$ cat config.mk
export PLATFORM = sky130hd
export DESIGN_NAME = slbl_loader
export DESIGN_NICKNAME = d
export VERILOG_FILES = /design/src/slbl_pkg.sv /design/src/slbl_fifo.sv /design/src/slbl_loader.sv
export VERILOG_INCLUDE_DIRS = /design/src
export SDC_FILE = /design/constraint.sdc
export NUM_CORES = 2
export LEC_CHECK = 0
export BUFFER_PORTS_ARGS = -buffer_cell sky130_fd_sc_hd__buf_4
export CORE_MARGIN = 1
export CORE_UTILIZATION = 55
export CTS_CLUSTER_SIZE = 12
export DETAILED_ROUTE_END_ITERATION = 10
export HOLD_SLACK_MARGIN = 0.12
export PLACE_DENSITY = 0.74
export SLEW_MARGIN = 20
export SYNTH_ARGS = -nofsm -noshare
export SYNTH_HDL_FRONTEND = slang
export SYNTH_SLANG_ARGS = --single-unit
$ cat constraint.sdc
create_clock -name clk_sys -period 4.8 [get_ports clk_sys]
set_input_delay 0 -clock clk_sys [delete_from_list [all_inputs] [get_ports clk_sys]]
set_output_delay 0 -clock clk_sys [all_outputs]
set_load 0.05 [all_outputs]
$ cat src/slbl_defines.svh
// Constants of the serial boot loader and byte programmer.
// Assumes a 20 MHz system clock and a host that keeps its side of the protocol.
//
// Notes on behaviour
// - Sync byte locks the link at 1200 baud.
// - Every loader byte received is echoed back.
// - Full loader received, execution jumps unprompted.
// - Port C bit 0 low, pointers set, jump.
// - Write 0x04 to 0x1028: wired-OR off.
// - Control registers sit at base 0x1000.
// - Receiver holds one byte while shifting next.
// - Programmed byte is read back and sent.
// - Next buffered byte programs while host verifies.
// - Program, read back, verify repeats until data ends.
`ifndef SLBL_DEFINES_SVH
`define SLBL_DEFINES_SVH

`define SLBL_CLK_HZ 20000000
`define SLBL_BAUD 1200
`define SLBL_BIT_CYC (`SLBL_CLK_HZ / `SLBL_BAUD)
`define SLBL_PROG_US 2000
`define SLBL_PROG_CYC (`SLBL_PROG_US * (`SLBL_CLK_HZ / 1000000))
`define SLBL_SYNC_BYTE 8'hFF
`define SLBL_LOADER_LEN 8'h19
`define SLBL_REG_BASE 16'h1000
`define SLBL_REG_MASK 16'hFFC0
`define SLBL_CFG_OFF 16'h0028
`define SLBL_CFG_VAL 8'h04
`define SLBL_CFG_RST 8'h20
`define SLBL_WOM_BIT 5
`define SLBL_PORTC0_RST 1'b1
`define SLBL_PROG_START 16'hD000
`define SLBL_MEM_AW 8
`define SLBL_FIFO_WIDTH 8
`define SLBL_FIFO_DEPTH 16

`endif

$ cat src/slbl_pkg.sv
// Types shared by the serial boot loader modules.
// Assumes the constants header is compiled alongside.
package slbl_pkg;

   typedef enum logic [2:0] {PH_SYNC, PH_LOAD, PH_SETUP_A, PH_SETUP_B, PH_PROG} slbl_phase_e;

   typedef enum logic [1:0] {P_IDLE, P_WRITE, P_READ} slbl_prog_e;

endpackage

$ cat src/slbl_fifo.sv
// Synchronous FIFO between the serial receiver and the byte programmer.
// Assumes one clock; both sides use valid and ready handshakes.
`timescale 1ns/1ps
module slbl_fifo #(
   parameter int WIDTH = 8,
   parameter int DEPTH = 16
) (
   // Clock, reset and enable
   input wire logic clk_sys,
   input wire logic rst_b,
   input wire logic ce,
   // Filling side
   input wire logic in_valid,
   output logic in_ready,
   input wire logic [WIDTH-1:0] in_data,
   // Draining side
   output logic out_valid,
   input wire logic out_ready,
   output logic [WIDTH-1:0] out_data
);
   localparam int AW = $clog2(DEPTH);

   typedef struct packed {
      logic [AW-1:0] wp;
      logic [AW-1:0] rp;
      logic [AW:0] cnt;
   } slbl_fifo_s;

   slbl_fifo_s st_q;
   slbl_fifo_s st_d;
   logic [WIDTH-1:0] mem [0:DEPTH-1];
   logic push;
   logic pop;

   assign in_ready = (st_q.cnt != (AW+1)'(DEPTH));
   assign out_valid = (st_q.cnt != '0);
   assign out_data = mem[st_q.rp];
   assign push = in_valid && in_ready;
   assign pop = out_valid && out_ready;

   always_comb begin
      st_d = st_q;
      if (push) begin
         st_d.wp = st_q.wp + AW'(1);
      end
      if (pop) begin
         st_d.rp = st_q.rp + AW'(1);
      end
      if (push && !pop) begin
         st_d.cnt = st_q.cnt + (AW+1)'(1);
      end else if (pop && !push) begin
         st_d.cnt = st_q.cnt - (AW+1)'(1);
      end
   end

   always_ff @(posedge clk_sys) begin
      if (!rst_b) begin
         st_q <= '0;
      end else if (ce) begin
         st_q <= st_d;
      end
   end

   // The array holds no reset; stale words are never visible because count gates them.
   always_ff @(posedge clk_sys) begin
      if (ce && push) begin
         mem[st_q.wp] <= in_data;
      end
   end

endmodule

$ cat src/slbl_loader.sv
// Boot loader and byte programmer behind a 1200 baud serial port.
// Assumes rxd comes from a pin and that the host paces data as the protocol requires.
`timescale 1ns/1ps
`include "slbl_defines.svh"
module slbl_loader import slbl_pkg::*; #(
   parameter logic [15:0] BIT_CYC = 16'(`SLBL_BIT_CYC),
   parameter logic [15:0] PROG_CYC = 16'(`SLBL_PROG_CYC)
) (
   // Clock, reset and enable
   input wire logic clk_sys,
   input wire logic rst_b,
   input wire logic ce,
   // Serial link
   input wire logic rxd,
   output logic txd,
   // Device state
   output logic port_c0,
   output logic wired_or_output_select,
   output logic loaded_setup_code,
   output logic rx_overrun,
   output logic [15:0] prog_addr
);

   typedef struct packed {
      logic rx_meta;
      logic rx_sync;
      logic rx_busy;
      logic [15:0] rx_cnt;
      logic [3:0] rx_bit;
      logic [7:0] rx_sh;
      logic rx_full;
      logic [7:0] rx_hold;
      logic overrun;
      logic tx_busy;
      logic [15:0] tx_cnt;
      logic [3:0] tx_bit;
      logic [9:0] tx_sh;
      logic txd;
      logic tx_req;
      logic [7:0] tx_byte;
      slbl_phase_e phase;
      logic [7:0] load_cnt;
      logic running;
      logic [7:0] cfg;
      logic port_c0;
      logic [15:0] prog_ptr;
      logic [15:0] vfy_ptr;
      slbl_prog_e pstate;
      logic [15:0] pcnt;
      logic [7:0] pdata;
   } slbl_state_s;

   slbl_state_s q;
   slbl_state_s d;
   logic [7:0] mem [0:(1<<`SLBL_MEM_AW)-1];
   logic rx_done;
   logic mem_we;
   logic fifo_in_ready;
   logic fifo_out_valid;
   logic fifo_out_ready;
   logic [7:0] fifo_out_data;
   logic [7:0] rd_data;

   function automatic logic slbl_tick(input logic [15:0] cnt);
      slbl_tick = (cnt == 16'h0000);
   endfunction

   function automatic logic slbl_cfg_hit(input logic [15:0] addr);
      slbl_cfg_hit = ((addr & `SLBL_REG_MASK) == `SLBL_REG_BASE) && ((addr - `SLBL_REG_BASE) == `SLBL_CFG_OFF);
   endfunction

   assign fifo_out_ready = (q.phase == PH_PROG) && (q.pstate == P_IDLE);
   assign rd_data = mem[q.vfy_ptr[`SLBL_MEM_AW-1:0]];

   always_comb begin
      d = q;
      rx_done = 1'b0;
      mem_we = 1'b0;
      d.rx_meta = rxd;
      d.rx_sync = q.rx_meta;
      // Receiver samples mid-bit; a start bit that is gone at mid-bit is treated as a glitch.
      if (!q.rx_busy) begin
         if (!q.rx_sync) begin
            d.rx_busy = 1'b1;
            d.rx_cnt = BIT_CYC >> 1;
            d.rx_bit = 4'h0;
         end
      end else if (!slbl_tick(q.rx_cnt)) begin
         d.rx_cnt = q.rx_cnt - 16'h0001;
      end else begin
         d.rx_cnt = BIT_CYC - 16'h0001;
         d.rx_bit = q.rx_bit + 4'h1;
         if (q.rx_bit == 4'h0) begin
            d.rx_busy = ~q.rx_sync;
         end else if (q.rx_bit == 4'h9) begin
            d.rx_busy = 1'b0;
            rx_done = q.rx_sync;
         end else begin
            d.rx_sh = {q.rx_sync, q.rx_sh[7:1]};
         end
      end
      // Transmitter.
      if (!q.tx_busy) begin
         if (q.tx_req) begin
            d.tx_busy = 1'b1;
            d.tx_req = 1'b0;
            d.tx_sh = {1'b1, q.tx_byte, 1'b0};
            d.tx_bit = 4'h0;
            d.tx_cnt = 16'h0000;
         end
      end else if (!slbl_tick(q.tx_cnt)) begin
         d.tx_cnt = q.tx_cnt - 16'h0001;
      end else if (q.tx_bit == 4'hA) begin
         d.tx_busy = 1'b0;
      end else begin
         d.txd = q.tx_sh[0];
         d.tx_sh = {1'b1, q.tx_sh[9:1]};
         d.tx_bit = q.tx_bit + 4'h1;
         d.tx_cnt = BIT_CYC - 16'h0001;
      end
      // One finished byte waits in the holding register while the next shifts in.
      if (q.rx_full && fifo_in_ready) begin
         d.rx_full = 1'b0;
      end
      case (q.phase)
         PH_SYNC: begin
            if (rx_done && (q.rx_sh == `SLBL_SYNC_BYTE)) begin
               d.phase = PH_LOAD;
               d.load_cnt = 8'h00;
            end
         end
         PH_LOAD: begin
            if (rx_done) begin
               d.tx_req = 1'b1;
               d.tx_byte = q.rx_sh;
               d.load_cnt = q.load_cnt + 8'h01;
               if (q.load_cnt == `SLBL_LOADER_LEN - 8'h01) begin
                  d.phase = PH_SETUP_A;
                  d.running = 1'b1;
               end
            end
         end
         PH_SETUP_A: begin
            // Full address decode; a short page-zero access would miss the relocated block.
            if (slbl_cfg_hit(`SLBL_REG_BASE + `SLBL_CFG_OFF)) begin
               d.cfg = `SLBL_CFG_VAL;
            end
            d.phase = PH_SETUP_B;
         end
         PH_SETUP_B: begin
            d.port_c0 = 1'b0;
            d.prog_ptr = `SLBL_PROG_START;
            d.vfy_ptr = `SLBL_PROG_START;
            d.phase = PH_PROG;
         end
         PH_PROG: begin
            if (rx_done) begin
               if (d.rx_full) begin
                  d.overrun = 1'b1;
               end else begin
                  d.rx_full = 1'b1;
                  d.rx_hold = q.rx_sh;
               end
            end
            case (q.pstate)
               P_IDLE: begin
                  if (fifo_out_valid) begin
                     d.pdata = fifo_out_data;
                     d.pcnt = PROG_CYC - 16'h0001;
                     d.pstate = P_WRITE;
                  end
               end
               P_WRITE: begin
                  if (!slbl_tick(q.pcnt)) begin
                     d.pcnt = q.pcnt - 16'h0001;
                  end else begin
                     mem_we = 1'b1;
                     d.pstate = P_READ;
                  end
               end
               P_READ: begin
                  // A read-back still waiting for the transmitter holds the programmer here.
                  if (!d.tx_req) begin
                     d.tx_req = 1'b1;
                     d.tx_byte = rd_data;
                     d.prog_ptr = q.prog_ptr + 16'h0001;
                     d.vfy_ptr = q.vfy_ptr + 16'h0001;
                     d.pstate = P_IDLE;
                  end
               end
               default: begin
                  d.pstate = P_IDLE;
               end
            endcase
         end
         default: begin
            d.phase = PH_SYNC;
         end
      endcase
   end

   always_ff @(posedge clk_sys) begin
      if (!rst_b) begin
         q <= '0;
         q.rx_meta <= 1'b1;
         q.rx_sync <= 1'b1;
         q.txd <= 1'b1;
         q.cfg <= `SLBL_CFG_RST;
         q.port_c0 <= `SLBL_PORTC0_RST;
      end else if (ce) begin
         q <= d;
      end
   end

   // Memory is not reset; each location is written before it is read back.
   always_ff @(posedge clk_sys) begin
      if (ce && mem_we) begin
         mem[q.prog_ptr[`SLBL_MEM_AW-1:0]] <= q.pdata;
      end
   end

   slbl_fifo #(
      .WIDTH(`SLBL_FIFO_WIDTH),
      .DEPTH(`SLBL_FIFO_DEPTH)
   ) u_fifo (
      .clk_sys(clk_sys),
      .rst_b(rst_b),
      .ce(ce),
      .in_valid(q.rx_full),
      .in_ready(fifo_in_ready),
      .in_data(q.rx_hold),
      .out_valid(fifo_out_valid),
      .out_ready(fifo_out_ready),
      .out_data(fifo_out_data)
   );

   assign txd = q.txd;
   assign port_c0 = q.port_c0;
   assign wired_or_output_select = q.cfg[`SLBL_WOM_BIT];
   assign loaded_setup_code = q.running;
   assign rx_overrun = q.overrun;
   assign prog_addr = q.prog_ptr;
endmodule

# After elaboration in Yosys (flattened, before gate mapping)
# Memory sizes are Yosys's and may differ from the RTL's. A register that Yosys moved wholly into a read port is not among the register bits.
# Index checks and enable logic that the tools add are counted.
classes:
  add_sub_neg: 12
  bitwise: 6
  n_reduce_logical: 44
  n_mux: 56
  eq_ne: 25
ops:
  columns: ["operator", "n"]
  rows:
  - ["$mux 31", 3]
  - ["$pmux 32 s2", 1]
  - ["$mux 21", 3]
  - ["$logic_not 16->1", 3]
  - ["$mux 16", 3]
  - ["$mux 8", 6]
  - ["$sub 16x1->16 const B", 3]
  - ["$mux 34", 1]
  - ["$add 16x1->16 const B", 2]
  - ["$mux 32", 1]
  - ["$pmux 16 s2", 1]
  - ["$reduce_and 4->1", 8]
  - ["$mux 26", 1]
  - ["$reduce_and 5->1", 5]
  - ["$mux 1", 20]
  - ["$mux 10", 2]
  - ["$ne 2x2->1 const B", 9]
  - ["$pmux 9 s2", 1]
  - ["$add 4x1->4 const B", 4]
  - ["$pmux 8 s2", 1]
  - ["$mux 15", 1]
  - ["$pmux 3 s5", 1]
  - ["$mux 12", 1]
  - ["$reduce_and 2->1", 6]
  - ["other kinds (30)", 56]
word_totals:
  register_bits: 168
  ram_bits: 2176
  n_memories: 2
  word_cells: 174
  output_inout_bits: 21
memory_table:
  columns: ["memory", "words", "word_bits", "read_ports", "rd_clocked_by_memory_dff", "write_ports", "line", "text"]
  rows:
  - ["mem", 256, 8, 1, 1, 1, "slbl_loader.sv:55", "logic [7:0] mem [0:(1<<`SLBL_MEM_AW)-1];"]
  - ["u_fifo.mem", 16, 8, 1, 1, 1, "slbl_fifo.sv:31", "logic [WIDTH-1:0] mem [0:DEPTH-1];"]

# Logic depth before layout (Yosys ltp)
depth:
  ltp_word: 8
  mapped_depth: 13
  mapped_depth_nobuf: 13

# Hierarchy
# From an unflattened synthesis, not the netlist that was laid out.
unflattened:
  hier_cells: 4760
  hier_area_um2: 91709.2
modules_own_cells:
  columns: ["mod", "cells_per_inst", "instances", "area_per_inst_um2", "seq_area_each_um2"]
  rows:
  - ["slbl_loader", 4448, 1, 85922.4, 64581.9]
  - ["slbl_fifo", 312, 1, 5786.8, 4184.0]

# Worst setup path before layout
# OpenSTA, ideal clock, no wires.
synth_path:
  path_kind: "register -> register"
  startpoint: "reg, netlist name q[0]"
  endpoint: "mem mem[0][0] (data pin)"
  arrival_time_ns: 3.397
  path_buffers: 0
  stages_incl_launch_ff: 1
  synth_period_minus_slack_ns: 4.253
  setup_slack_ns: 0.547
  required_ns: 3.944
  cell_sequence: "dfxtp_1"
synth_lines:
  columns: ["element", "line"]
  rows:
  - ["end: declaration", "slbl_loader.sv:55"]
# No word-level cell before the write port.

==> parameters.txt <==
Parameter                              Value

Pwr
  Net switching power of the design ... 7.42 mW
  Part of the power in combinational logic ... 0.4%
  Internal portion of total power ... 30.7 mW
  Switching portion of total power ... 19.5%
  Relative contribution of the clock network to total power ... 41.9%
  Max VDD drop ... 0.398 mV
  Power density over the cells ... 375 mW/mm²
  Sequential fraction of design power ... 57.7%
  Leakage power of the design ... 26.6 nW

Drt
  Routed wirelength normalized by instance count ... 30.0 µm
  Routed via count divided by cell count ... 6.52
  Post-route DRC violation count ... 0
  Vias after detailed routing ... 47836
  Antenna viol nets, final ... 0
  Total Wirelength ... 220 mm
  Initial detailed-routing violation count ... 6542
  DR pass1 iterations ... 6

GRT
  Number of global-route vias before repair ... 47555
  Global route total overflow ... 0
  Number of antenna violations at the first check in global routing ... 4
  Wire length of the first global-routing pass ... 322 mm
  Maximum number of pins on one net before global-route repair ... 205
  Overall routing resource usage ... 26.3%

Worst setup path
  Critical-path maximum fanout ... 38
  Kind of cell adding the most delay to the critical path ... compound AO/OA/AOI/OAI gates
  Minimum setup slack among reg-to-reg paths ... 810 ps
  Cell with the largest stage delay on the worst path ... nor2b_4
  Sequence of cells on the critical path ... nor2b_4 > a22oi_1 > a21oi_1 > nor4_1 > a211oi_1 > o41ai_1 > o21ai_0
  Cell count of the worst reg-to-reg path ... 7
  Crit Path Class ... reg2reg
  Critical path data arrival time ... 4790 ps
  Critical Path Max Stage Delay ... 990 ps
  Required time of the critical path ... 5600 ps
  Critical path depth ... 7
  Category of the worst setup path capture point ... flop
  Kind of start point of the critical path ... flop
  Reg-to-reg endpoint ... q[81]
  Capturing element of the worst setup path ... q[81]
  WP buf/inv ... 0

Clock tree
  Number of levels the H-tree was split into ... 4
  Clk Latency, worst-skew pair ... 880 ps
  Number of clock buffers inserted by TritonCTS ... 223
  Register clock-pin slew on the reported worst setup and hold paths ... 60 ps
  Clock Root Buffer ... clkbuf_16
  Buffers from clock root to sink, at most ... 3
  Clock sink total ... 2347
  # resized after CTS ... 0
  TritonCTS clock tree ... yes

Yosys
  Post-synthesis register bit count ... 2347
  Async S/R FF share, synth ... 0%
  Net count after synthesis ... 4893
  Number of distinct library cells after synthesis ... 82
  Sequential area share after synthesis ... 74.9%
  Synth Flop Type ... edfxtp_1
  Number of enable flip-flop cells after synthesis ... 2176
  YS warnings ... 0
  Post-synthesis area per instance ... 18.9 µm²
  Cell count after synthesis ... 4862
  Area of the mapped netlist ... 0.0919 mm²

Die
  Die area ... 0.169 mm²
  Rows ... 149
  Number of primary I/O pins ... 25
  Die outline height ... 411 µm
  Initial standard-cell utilization of the core ... 55.6%
  Area of the core region ... 0.165 mm²
  Horizontal extent of the die ... 411 µm

Timing
  Final Cycle Share ... 83.1%
  Highest Clock Rate ... 251 MHz
  Final Max Slew Viols ... 0
  Normalized max-slew margin ... 20.3%
  Total setup violations reported at the end of the flow ... 0
  RSZ-0062 raised after global routing ... false
  Shortest period the worst path allows ... 3990 ps
  Number of hold violations in the final report ... 0
  Worst Setup Slack, final ... 810 ps
  Worst Skew ... 51.1 ps
  Setup tns final ... 0 ps
  Slew of the pin with the lowest slew margin ... 1190 ps

Finish
  Layout Cells excl Fill ... 7335
  NumNets Final ... 5055
  Layout fillers ... 11186
  Signed area change from the synthesized netlist to the final layout ... 10.8%
  Share of layout cells above drive strength 1 ... 20.6%
  Most common library cell in the layout ignoring fill and taps ... edfxtp_1
  Most frequent cells in the layout ... edfxtp_1, mux4_2, nor2_1

Place
  Post-placement cell count ... 6978
  Global placer's final weighted congestion ... 0.889
  Pre-CTS setup slack ... 915 ps
  Detailed-placement wirelength estimate ... 134 mm
  Count of buffers inserted at the top-level ports ... 24

Job
  Max-Cap Viols ... 0

Outcome
  Status ... completed

Worst hold path
  Min-Delay Path Class ... in2reg
## flip-flops by register name (all words and copies together), names as in the netlist, named ones only
register / flops
u_fifo.mem: 128
rx_overrun: 1
u_fifo.st_q: 13
d: 1
port_c0: 1
txd: 1
wired_or_output_select: 1
mem: 2048
q: 124
prog_addr: 16
loaded_setup_code: 1
## logic make-up after synthesis
family / count (synthesis) / share of synthesized area, %
muxes: 684 / 14.0
xor gates and xnor gates: 62 / 0.591
and+or+nand+nor: 889 / 4.46
buffers and inverters: 320 / 1.72
DFF: 2347 / 74.9
adders and majority gates: 27 / 0.376
AOI/OAI and AO/OA: 533 / 3.97
## power by group through the flow
stage / clock (mW) / combinational (mW) / sequential (mW)
finish: 16.0 / 0.140 / 22.0
CTS: 16.1 / 0.138 / 22.0
global route: 16.9 / 0.155 / 22.0
detailed placement: 0 / 0.130 / 22.4
floorplan: 0 / 0.102 / 22.4
global placement: 0 / 0.128 / 22.4
## through the flow
stage / instance area [µm²] / hold slack (ps) / utilization [%] / power, mW
CTS: 102000 / 141 / 61.5 / 38.3
global route: 102000 / 216 / 61.5 / 39.0
detailed placement: 95200 / 224 / 57.6 / 22.6
finish: 102000 / 221 / 61.5 / 38.2
global placement: 95200 / 218 / 57.6 / 22.6
floorplan: 91900 / 128 / - / 22.6
## routing by layer
metal / part of all wire [%] / global-route usage [%]
met1: 39 / 37.6
met2: 46 / 39.9
met3: 11 / 6.27
met4: 3.5 / 9.19
met5: 0 / 0
## synth_stat cells, drive strengths merged, types with 7 or more instances
cell type / instances / area, µm²
a221o: 9 / 90.1
edfxtp: 2176 / 65300
a31oi: 16 / 100
nand3: 46 / 250
mux4: 477 / 10700
nand2: 155 / 597
nand2b: 18 / 113
o211ai: 17 / 133
and3: 10 / 62.6
or3: 19 / 124
a221oi: 33 / 289
nor2b: 18 / 113
ha: 26 / 325
o31ai: 7 / 52.6
nor3b: 7 / 85.1
o22a: 11 / 96.3
xnor2: 28 / 245
clkbuf: 121 / 454
xor2: 34 / 298
o22ai: 10 / 62.6
dfxtp: 171 / 3420
buf: 167 / 1010
nor4: 24 / 186
a21oi: 121 / 606
and2: 25 / 156
o21ai: 78 / 390
mux2i: 158 / 1580
a22o: 33 / 289
nor2: 474 / 1780
nand4: 27 / 169
nor3: 36 / 201
inv: 31 / 116
a22oi: 144 / 1080
or4: 9 / 71.3
a211oi: 12 / 90.1
mux2: 49 / 552
o221ai: 9 / 78.8
## final cells by class
cell class	count	area (µm²)	share of cell area [%]
clock inverter	43	505	0.497
inverter	32	120	0.118
timing repair buffer	225	2060	2.03
multi-input combinational	2195	21600	21.2
clock buffer	303	5930	5.83
tap	2189	2740	2.69
antenna	1	2.50	0.00246
sequential	2347	68800	67.6
## what timing repair did
item / in CTS / in global routing
setup buffers: 0 / 0
hold buffers: 10 / 0
hold endpoints to repair: 164 / 0
## tightest hold or removal path: stages
cell           delay (ps)
dlygate4sd3_1         540
buf_4                 260
o211ai_1              230
## worst min path at each step
| stage | from | end | slack [ps] | cells after the start |
|---|---|---|---|---|
| after detailed placement | rxd | d[159] | 220 | 3 |
| after floorplan | rxd | d[159] | 130 | 2 |
| after global placement | rxd | d[159] | 220 | 3 |
| after CTS | ce | q[159] | 140 | 3 |
| after global routing | ce | q[159] | 220 | 3 |
| final | ce | q[159] | 220 | 3 |
Note: power is estimated with default switching activity, not from simulation.
